**config.mk**
```make
export PLATFORM = sky130hd
export DESIGN_NAME = rcc_cmd_handler
export DESIGN_NICKNAME = d
export VERILOG_FILES = /design/src/include/rcc_pkg.sv /design/src/include/rcc_spi_if.sv /design/src/rcc_spi_launch.sv /design/src/rcc_cmd_handler.sv
export VERILOG_INCLUDE_DIRS = /design/src /design/src/include
export SDC_FILE = /design/constraint.sdc
export NUM_CORES = 1
export LEC_CHECK = 0
export BUFFER_PORTS_ARGS = -buffer_cell sky130_fd_sc_hd__buf_2
export CORE_UTILIZATION = 47
export DETAILED_ROUTE_END_ITERATION = 10
export PLACE_DENSITY = 0.8
export SLEW_MARGIN = 20
export SYNTH_ARGS = -nofsm -noshare
export SYNTH_HDL_FRONTEND = slang
export SYNTH_SLANG_ARGS = --single-unit
```
**constraint.sdc**
```tcl
create_clock -name clk -period 3.2 [get_ports clk]
set_clock_uncertainty 0.2 [all_clocks]
set_input_delay 0.16 -clock clk [delete_from_list [all_inputs] [get_ports clk]]
set_output_delay 0.16 -clock clk [all_outputs]
set_load 0.03 [all_outputs]
```
**src/include/rcc_consts.svh**
```systemverilog
// Purpose: Constants for the custom command handler
// Assumes: 100 MHz clock
// Notes: Codes, error values and field sizes
`ifndef RCC_CONSTS_SVH
`define RCC_CONSTS_SVH
`define RCC_OP_WR_EXT 16'hA51F
`define RCC_OP_SEND_CMD 16'hA61F
`define RCC_OP_ADDR_CMD 16'hA71F
`define RCC_OP_WR_STAT 16'hA81F
`define RCC_OP_RD_STAT 16'hA91F
`define RCC_OP_LOCK_DEV 16'hB01F
`define RCC_OP_UNLOCK_DEV 16'hB11F
`define RCC_OP_UPD_RF 16'hC01F
`define RCC_OP_LOCK_PG 16'hD01F
`define RCC_OP_UNLOCK_PG 16'hD11F
`define RCC_ERR_NOT_SUPP 8'h01
`define RCC_ERR_FORMAT 8'h02
`define RCC_ERR_OPTION 8'h03
`define RCC_ERR_UNKNOWN 8'h0F
`define RCC_ERR_NO_BLOCK 8'h10
`define RCC_ERR_ALR_LOCKED 8'h11
`define RCC_ERR_BLK_LOCKED 8'h12
`define RCC_ERR_DEV_LOCKED 8'hA0
`define RCC_ERR_BUSY 8'hA1
`define RCC_ERR_DENIED 8'hA2
`define RCC_PAGES 8
`define RCC_FLAGS_OK 8'h00
`define RCC_FLAGS_ERR 8'h01
`define RCC_FLAGS_OPT_BIT 6
`endif

```
**src/include/rcc_pkg.sv**
```systemverilog
// Purpose: Types for the custom command handler
// Assumes: Constants header included by users
// Notes: SPI request kinds
package rcc_pkg;
	typedef enum logic [2:0] {
		RCC_SPI_NONE,
		RCC_SPI_WRITE,
		RCC_SPI_OPCODE,
		RCC_SPI_ADDR,
		RCC_SPI_WSTAT,
		RCC_SPI_RSTAT
	} rcc_spi_kind_e;
endpackage : rcc_pkg

```
**src/include/rcc_spi_if.sv**
```systemverilog
// Purpose: Link from command core to SPI launcher
// Assumes: One clock
// Notes: Start pulse with fields, done pulse with byte
`timescale 1ns/1ps
interface rcc_spi_if;
	import rcc_pkg::*;
	logic start;
	rcc_spi_kind_e kind;
	logic [7:0] opcode;
	logic [15:0] addr;
	logic [15:0] data;
	logic busy;
	logic done;
	logic [7:0] rdata;
	modport core (output start, output kind, output opcode, output addr, output data,
		input busy, input done, input rdata);
	modport launch (input start, input kind, input opcode, input addr, input data,
		output busy, output done, output rdata);
endinterface : rcc_spi_if

```
**src/rcc_spi_launch.sv**
```systemverilog
// Purpose: Hands SPI requests to the external SPI engine
// Assumes: Engine takes a request on spi_req and answers on spi_done
// Notes: Holds request until the engine finishes
`timescale 1ns/1ps
module rcc_spi_launch
	import rcc_pkg::*;
(
	input wire logic clk,
	input wire logic reset,
	rcc_spi_if.launch link,
	output logic spi_req,
	output rcc_spi_kind_e spi_kind,
	output logic [7:0] spi_opcode,
	output logic [15:0] spi_addr,
	output logic [15:0] spi_wdata,
	input wire logic spi_done,
	input wire logic [7:0] spi_rdata
);
	typedef struct packed {
		logic req;
		rcc_spi_kind_e kind;
		logic [7:0] opcode;
		logic [15:0] addr;
		logic [15:0] data;
		logic done;
		logic [7:0] rdata;
	} rcc_launch_s;
	rcc_launch_s st;
	rcc_launch_s next_st;
	always_comb begin
		next_st = st;
		next_st.done = 1'b0;
		if (!st.req && link.start) begin
			next_st.req = 1'b1;
			next_st.kind = link.kind;
			next_st.opcode = link.opcode;
			next_st.addr = link.addr;
			next_st.data = link.data;
		end else if (st.req && spi_done) begin
			next_st.req = 1'b0;
			next_st.done = 1'b1;
			next_st.rdata = spi_rdata;
		end
	end
	always_ff @(posedge clk) begin
		if (reset) begin
			st <= '0;
		end else begin
			st <= next_st;
		end
	end
	assign spi_req = st.req;
	assign spi_kind = st.kind;
	assign spi_opcode = st.opcode;
	assign spi_addr = st.addr;
	assign spi_wdata = st.data;
	assign link.busy = st.req;
	assign link.done = st.done;
	assign link.rdata = st.rdata;
endmodule : rcc_spi_launch

```
**src/rcc_cmd_handler.sv**
```systemverilog
// Purpose: Decodes and executes custom contactless commands
// Assumes: Frame already parsed into fields, CRC checked upstream
// Notes: One request at a time; answer is a pulse with flags, code, data
`timescale 1ns/1ps
`include "rcc_consts.svh"
////////////////////////////////////////////////////////////////////////////////
module rcc_cmd_handler
	import rcc_pkg::*;
(
	input wire logic clk,
	input wire logic reset,
	input wire logic req_valid,
	input wire logic [15:0] req_code,
	input wire logic [7:0] req_flags,
	input wire logic req_crc_ok,
	input wire logic req_format_ok,
	input wire logic [15:0] req_addr,
	input wire logic [15:0] req_data,
	input wire logic [7:0] req_opcode,
	input wire logic [7:0] req_page,
	input wire logic [15:0] req_password,
	input wire logic [15:0] eeprom_password,
	input wire logic core_lock,
	input wire logic ext_mem_present,
	input wire logic ext_addr_denied,
	input wire logic ext_block_locked,
	input wire logic dma_busy,
	input wire logic dma_done,
	output logic dma_start,
	output logic device_locked,
	output logic [`RCC_PAGES-1:0] page_locked,
	output logic req_pending,
	output logic resp_valid,
	output logic [7:0] resp_flags,
	output logic [7:0] resp_error,
	output logic resp_has_data,
	output logic [7:0] resp_data,
	output logic spi_req,
	output rcc_spi_kind_e spi_kind,
	output logic [7:0] spi_opcode,
	output logic [15:0] spi_addr,
	output logic [15:0] spi_wdata,
	input wire logic spi_done,
	input wire logic [7:0] spi_rdata
);
	typedef enum logic [1:0] {
		RCC_IDLE,
		RCC_SPI_WAIT,
		RCC_DMA_WAIT
	} rcc_state_e;
	typedef struct packed {
		rcc_state_e state;
		logic locked;
		logic [`RCC_PAGES-1:0] pages;
		logic dma_go;
		logic spi_write;
		logic resp_v;
		logic [7:0] flags;
		logic [7:0] err;
		logic has_data;
		logic [7:0] data;
	} rcc_core_s;
	rcc_core_s st;
	rcc_core_s next_st;
	rcc_spi_if link ();
	logic launch_start;
	rcc_spi_kind_e launch_kind;
	logic page_ok;
	logic [2:0] page_idx;
	logic pw_ok;
	logic opt_bad;
	assign page_idx = req_page[2:0];
	////////////////////////////////////////////////////////////////////////////////
	// page range check
	assign page_ok = (req_page < 8'(`RCC_PAGES));
	assign pw_ok = (req_password == eeprom_password);
	assign opt_bad = req_flags[`RCC_FLAGS_OPT_BIT];
	// Shorthand for error answer
	function automatic rcc_core_s fail(input rcc_core_s s, input logic [7:0] code);
		rcc_core_s r;
		r = s;
		r.resp_v = 1'b1;
		r.flags = `RCC_FLAGS_ERR;
		r.err = code;
		r.has_data = 1'b0;
		return r;
	endfunction : fail
	function automatic rcc_core_s pass(input rcc_core_s s);
		rcc_core_s r;
		r = s;
		r.resp_v = 1'b1;
		r.flags = `RCC_FLAGS_OK;
		r.err = 8'h00;
		r.has_data = 1'b0;
		return r;
	endfunction : pass
	////////////////////////////////////////////////////////////////////////////////
	always_comb begin
		next_st = st;
		next_st.resp_v = 1'b0;
		next_st.dma_go = 1'b0;
		launch_start = 1'b0;
		launch_kind = RCC_SPI_NONE;
		unique case (st.state)
			RCC_IDLE: begin
				if (req_valid && req_crc_ok) begin
					unique case (req_code)
						`RCC_OP_WR_EXT, `RCC_OP_SEND_CMD, `RCC_OP_ADDR_CMD,
						`RCC_OP_WR_STAT, `RCC_OP_RD_STAT: begin
							unique case (req_code)
								`RCC_OP_WR_EXT: launch_kind = RCC_SPI_WRITE;
								`RCC_OP_SEND_CMD: launch_kind = RCC_SPI_OPCODE;
								`RCC_OP_ADDR_CMD: launch_kind = RCC_SPI_ADDR;
								`RCC_OP_WR_STAT: launch_kind = RCC_SPI_WSTAT;
								default: launch_kind = RCC_SPI_RSTAT;
							endcase
							if (!req_format_ok) begin
								next_st = fail(st, `RCC_ERR_FORMAT);
							end else if (opt_bad) begin
								next_st = fail(st, `RCC_ERR_OPTION);
							end else if (!ext_mem_present) begin
								next_st = fail(st, `RCC_ERR_NO_BLOCK);
							end else if (st.locked) begin
								next_st = fail(st, `RCC_ERR_DEV_LOCKED);
							end else if (core_lock) begin
								next_st = fail(st, `RCC_ERR_DENIED);
							end else if (link.busy || dma_busy) begin
								next_st = fail(st, `RCC_ERR_BUSY);
							end else if (ext_addr_denied && launch_kind == RCC_SPI_WRITE) begin
								next_st = fail(st, `RCC_ERR_DENIED);
							end else if (ext_block_locked && launch_kind == RCC_SPI_WRITE) begin
								next_st = fail(st, `RCC_ERR_BLK_LOCKED);
							end else begin
								launch_start = 1'b1;
								next_st.spi_write = (launch_kind != RCC_SPI_RSTAT);
								next_st.state = RCC_SPI_WAIT;
							end
						end
						`RCC_OP_LOCK_DEV: begin
							if (!req_format_ok) begin
								next_st = fail(st, `RCC_ERR_FORMAT);
							end else begin
								next_st = pass(st);
								next_st.locked = 1'b1;
							end
						end
						`RCC_OP_UNLOCK_DEV: begin
							if (!req_format_ok) begin
								next_st = fail(st, `RCC_ERR_FORMAT);
							end else if (!pw_ok) begin
								next_st = fail(st, `RCC_ERR_DENIED);
							end else begin
								next_st = pass(st);
								next_st.locked = 1'b0;
							end
						end
						`RCC_OP_UPD_RF: begin
							if (!req_format_ok) begin
								next_st = fail(st, `RCC_ERR_FORMAT);
							end else if (st.locked) begin
								next_st = fail(st, `RCC_ERR_DEV_LOCKED);
							end else if (core_lock) begin
								next_st = fail(st, `RCC_ERR_DENIED);
							end else if (dma_busy || link.busy) begin
								next_st = fail(st, `RCC_ERR_BUSY);
							end else begin
								next_st.dma_go = 1'b1;
								next_st.state = RCC_DMA_WAIT;
							end
						end
						`RCC_OP_LOCK_PG: begin
							if (!req_format_ok) begin
								next_st = fail(st, `RCC_ERR_FORMAT);
							end else if (!page_ok) begin
								next_st = fail(st, `RCC_ERR_NO_BLOCK);
							end else if (st.locked) begin
								next_st = fail(st, `RCC_ERR_DEV_LOCKED);
							end else if (st.pages[page_idx]) begin
								next_st = fail(st, `RCC_ERR_ALR_LOCKED);
							end else begin
								next_st = pass(st);
								next_st.pages[page_idx] = 1'b1;
							end
						end
						`RCC_OP_UNLOCK_PG: begin
							if (!req_format_ok) begin
								next_st = fail(st, `RCC_ERR_FORMAT);
							end else if (!page_ok) begin
								next_st = fail(st, `RCC_ERR_NO_BLOCK);
							end else if (!pw_ok) begin
								next_st = fail(st, `RCC_ERR_DENIED);
							end else begin
								next_st = pass(st);
								next_st.pages[page_idx] = 1'b0;
							end
						end
						default: begin
							next_st = fail(st, `RCC_ERR_NOT_SUPP);
						end
					endcase
				end
			end
			RCC_SPI_WAIT: begin
				if (link.done) begin
					next_st = pass(st);
					next_st.state = RCC_IDLE;
					if (!st.spi_write) begin
						next_st.has_data = 1'b1;
						next_st.data = link.rdata;
					end
				end
			end
			RCC_DMA_WAIT: begin
				if (dma_done) begin
					next_st = pass(st);
					next_st.state = RCC_IDLE;
				end
			end
			default: begin
				next_st = fail(st, `RCC_ERR_UNKNOWN);
				next_st.state = RCC_IDLE;
			end
		endcase
	end
	always_ff @(posedge clk) begin
		if (reset) begin
			st <= '0;
		end else begin
			st <= next_st;
		end
	end
	////////////////////////////////////////////////////////////////////////////////
	// SPI request fields from the frame; status write keeps only the low data byte
	assign link.start = launch_start;
	assign link.kind = launch_kind;
	assign link.opcode = req_opcode;
	assign link.addr = req_addr;
	assign link.data = (launch_kind == RCC_SPI_WSTAT) ? {8'h00, req_data[7:0]} : req_data;
	rcc_spi_launch u_launch (
		.clk(clk),
		.reset(reset),
		.link(link.launch),
		.spi_req(spi_req),
		.spi_kind(spi_kind),
		.spi_opcode(spi_opcode),
		.spi_addr(spi_addr),
		.spi_wdata(spi_wdata),
		.spi_done(spi_done),
		.spi_rdata(spi_rdata)
	);
	assign dma_start = st.dma_go;
	assign device_locked = st.locked;
	assign page_locked = st.pages;
	assign req_pending = (st.state != RCC_IDLE);
	assign resp_valid = st.resp_v;
	assign resp_flags = st.flags;
	assign resp_error = st.err;
	assign resp_has_data = st.has_data;
	assign resp_data = st.data;
endmodule : rcc_cmd_handler

```
==> key figures <==
Global route
  – Number of antenna violations at the first check in global routing: 1
  – Global-route met2 utilization: 51.8%
  – Congestion Overflow GR: 0
  – Largest net degree at the start of global routing: slightly below 70
  – Most used routing layer: met2
  – Wire length of the first global-routing pass: approximately 25,000 um
  – M1 GR Usage: a little under two fifths
  – Vias in the first global route: 5,189
  – Met3 usage: under 10%
  – Gr usage total: 31.4%

Clocking
  – Post-CTS Setup Repair Bufs: 0
  – Num CTS Buffers: 9
  – Cell chosen for the clock root: clkbuf_8
  – H-tree Lvls: 3
  – CTS sink cnt: between 80 and 90
  – Clock transition at the registers of the reported paths: ~90 ps
  – Clock tree from TritonCTS: yes
  – Later-pin clock latency in the skew report: 360 ps
  – Worst-case clock buffer depth: 2

Synthesis
  – Sequential element share of the synthesized area: 36.6%
  – #FFs+latches synth: 82
  – Synth Flop Type: dfxtp_1
  – Count of flip-flops with a built-in enable after synthesis: 0
  – Synth warnings: 0
  – Number of instances in the synthesized netlist: 586
  – Number of library cell types mapped by synthesis: 61
  – Synthesized area per cell: 7.65 um2
  – FFs w/ async S/R, synth: 0%
  – Post-Synthesis Cell Area: 4480 um2

Setup path
  – Category of the worst setup path launch point: input port
  – Arrival time at the worst endpoint: 3000 ps
  – Maximum fanout along the worst path: 8
  – Minimum setup slack among reg-to-reg paths: 560 ps
  – Setup CP Type: in -> reg
  – Setup crit end kind: flip-flop
  – Data required time at the worst endpoint: roughly 3200 ps

Timing
  – Hold Vio Cnt, Final: 0
  – Final critical path time including I/O delays and setup: 2990 ps
  – Maximum clock frequency: about 330 MHz
  – Transition at the pin with the smallest max-transition slack: 757 ps
  – RSZ-0062 raised after global routing: no
  – Pins Over Slew Limit: 0
  – Number of setup violations in the final report: 0
  – Max-Slew Margin vs Limit: 48.2%
  – Accumulated negative setup slack: 0 ps
  – Period Utilization, post-route: between 90% and 100%

Die
  – IO Count: 205
  – Width of the die: between 90 and 100 um
  – Full die area: 9940 um2
  – Number of cell rows: 35
  – Effective utilization at floorplan: between 40% and 50%
  – Vertical die dimension: 99.7 um
  – Core area: between 9000 and 10,000 um2

Status
  – Status: completed

Pwr
  – Leakage power: 2.58 nW
  – Max VDD drop: 0.301 mV
  – Power per cell area: 339 nW/um2

Cells and area
  – Final cell utilization of the core: approximately two thirds
  – Area delta synth->final: 39.1%
  – Post-layout net count: between 900 and 1,000
  – Fraction of final layout cells with drive strength greater than 1: 28.6%

Routing
  – Vias after detailed routing: 5,302
  – Antenna Nets Post-Route: 0
  – Final routed wirelength across all metal layers: 15,200 um
  – Via density: about 5.6
  – Initial DRT Pass Iterations: 5
  – Drt initial violations: ~390
  – DRC violation count after routing: 0
  – Per-cell routed wire length: ~16 um

Placed design
  – Gpl congestion: 0.949
  – Post-detail-place hpwl: 9800 um
  – Port-buffer cells: around 190

Min path
  – Type of the worst min-delay path: in -> reg

Job
  – Number of violations of the max-capacitance limit: 0
-- metal layers --
layer	wire, um	up-vias
li1	-	2488
met1	5900	2447
met2	7380	303
met3	1300	64
met4	599	0
met5	0	-
-- final cells by class --
class	count	area [um2]
inverter	11	41.3
sequential	82	1640
timing repair buffer	269	1710
multi-input combinational	436	2470
antenna	1	2.50
clock inverter	6	73.8
fill	718	3000
tap	129	161
clock buffer	10	138
-- cell families after synthesis --
family / after synthesis / synth area share (%)
buf+inv: 75 / 9.12
compound gates: 145 / 19.5
fa+ha+maj: 5 / 1.40
xor+xnor: 16 / 3.12
mux: 2 / 0.446
other cells: 1 / 0.0836
flops: 82 / 36.6
simple gates: 260 / 29.7
-- state kept, by name, indices dropped and copies added, names as in the netlist, 5 cells and up --
signal               cells
u_launch.spi_addr       16
u_launch.spi_opcode      8
resp_error               5
page_locked              8
u_launch.spi_wdata      16
u_launch.link.rdata      8
resp_data                8
-- repair_timing --
item                                    4_1_cts  5_1_grt
resized for setup                             0        1
endpoints found under the hold margin        59        0
endpoints found under the setup margin        0        1
hold buffers                                 64        0
-- cells in the mapped netlist (all sizes together), types with 11 or more instances --
cell | n | share of area [%]
a21oi | 75 | 8.5
buf | 40 | 6.2
clkbuf | 24 | 2.0
dfxtp | 82 | 37
nand2 | 101 | 8.5
nand2b | 13 | 1.8
nand3 | 32 | 3.6
nand4 | 11 | 1.5
nor2 | 31 | 2.6
nor3 | 15 | 1.9
nor4 | 12 | 2.0
o21ai | 20 | 2.2
xnor2 | 16 | 3.1
-- stage by stage --
| step | std cells | cell area [um2] | setup WS (ps) | hold WS [ps] | total power, mW |
|---|---|---|---|---|---|
| after floorplan | 593 | 4510 | 670 | 100 | 1.17 |
| after global placement | 863 | 5380 | 422 | 204 | 1.26 |
| after detailed placement | 863 | 5380 | 332 | 208 | 1.26 |
| after CTS | 943 | 6230 | 181 | 11.6 | 2.10 |
| after global routing | 944 | 6240 | 52.0 | 46.0 | 2.19 |
| final | 944 | 6240 | 214 | 27.3 | 2.11 |
-- where the power goes --
group | internal, mW | switching, mW | leakage [nW] | total, mW
registers | 1.02 | 0.00127 | 0.661 | 1.02
logic | 0.137 | 0.141 | 1.81 | 0.278
clock network | 0.390 | 0.421 | 0.107 | 0.811
total | 1.55 | 0.563 | 2.58 | 2.11
-- worst max-delay path, stage by stage --
cell	delay (ps)
dlygate4sd3_1	530
buf_2	160
or2_1	290
or4_1	580
or2_2	350
a21oi_1	310
a21oi_1	290
o21ai_0	250
a31oi_1	60
-- worst paths after layout --
check	from	to	cells past startpoint
min	spi_done	u_launch.link.busy$_SDFFE_PP0P_	3
max	req_code[8]	resp_flags[0]$_SDFFE_PP0P_	9
max reg2reg	st[38]$_SDFFE_PP0P_	st[26]$_SDFFE_PP0P_	8
min reg2reg	u_launch.spi_opcode[7]$_SDFFE_PP0P_	u_launch.spi_opcode[7]$_SDFFE_PP0P_	2
-- placed cells by master, fill, tap and decap left out, types with 4 or more instances in the layout --
master / instances
buf_2: 189
nand2_1: 101
dfxtp_1: 82
a21oi_1: 74
dlygate4sd3_1: 64
nand3_1: 32
nor2_1: 31
o21ai_0: 19
xnor2_1: 16
buf_4: 16
nand2b_1: 13
nor3_1: 13
nand4_1: 11
inv_1: 10
nor4_1: 10
clkbuf_8: 10
a22oi_1: 8
conb_1: 8
and3_1: 6
or4_1: 5
nor3b_1: 5
or3_1: 5
ha_1: 5
nor2b_1: 4
o211ai_1: 4
a21o_1: 4
a211oi_1: 4
clkinv_4: 4
(Power assumes the default switching activity.)
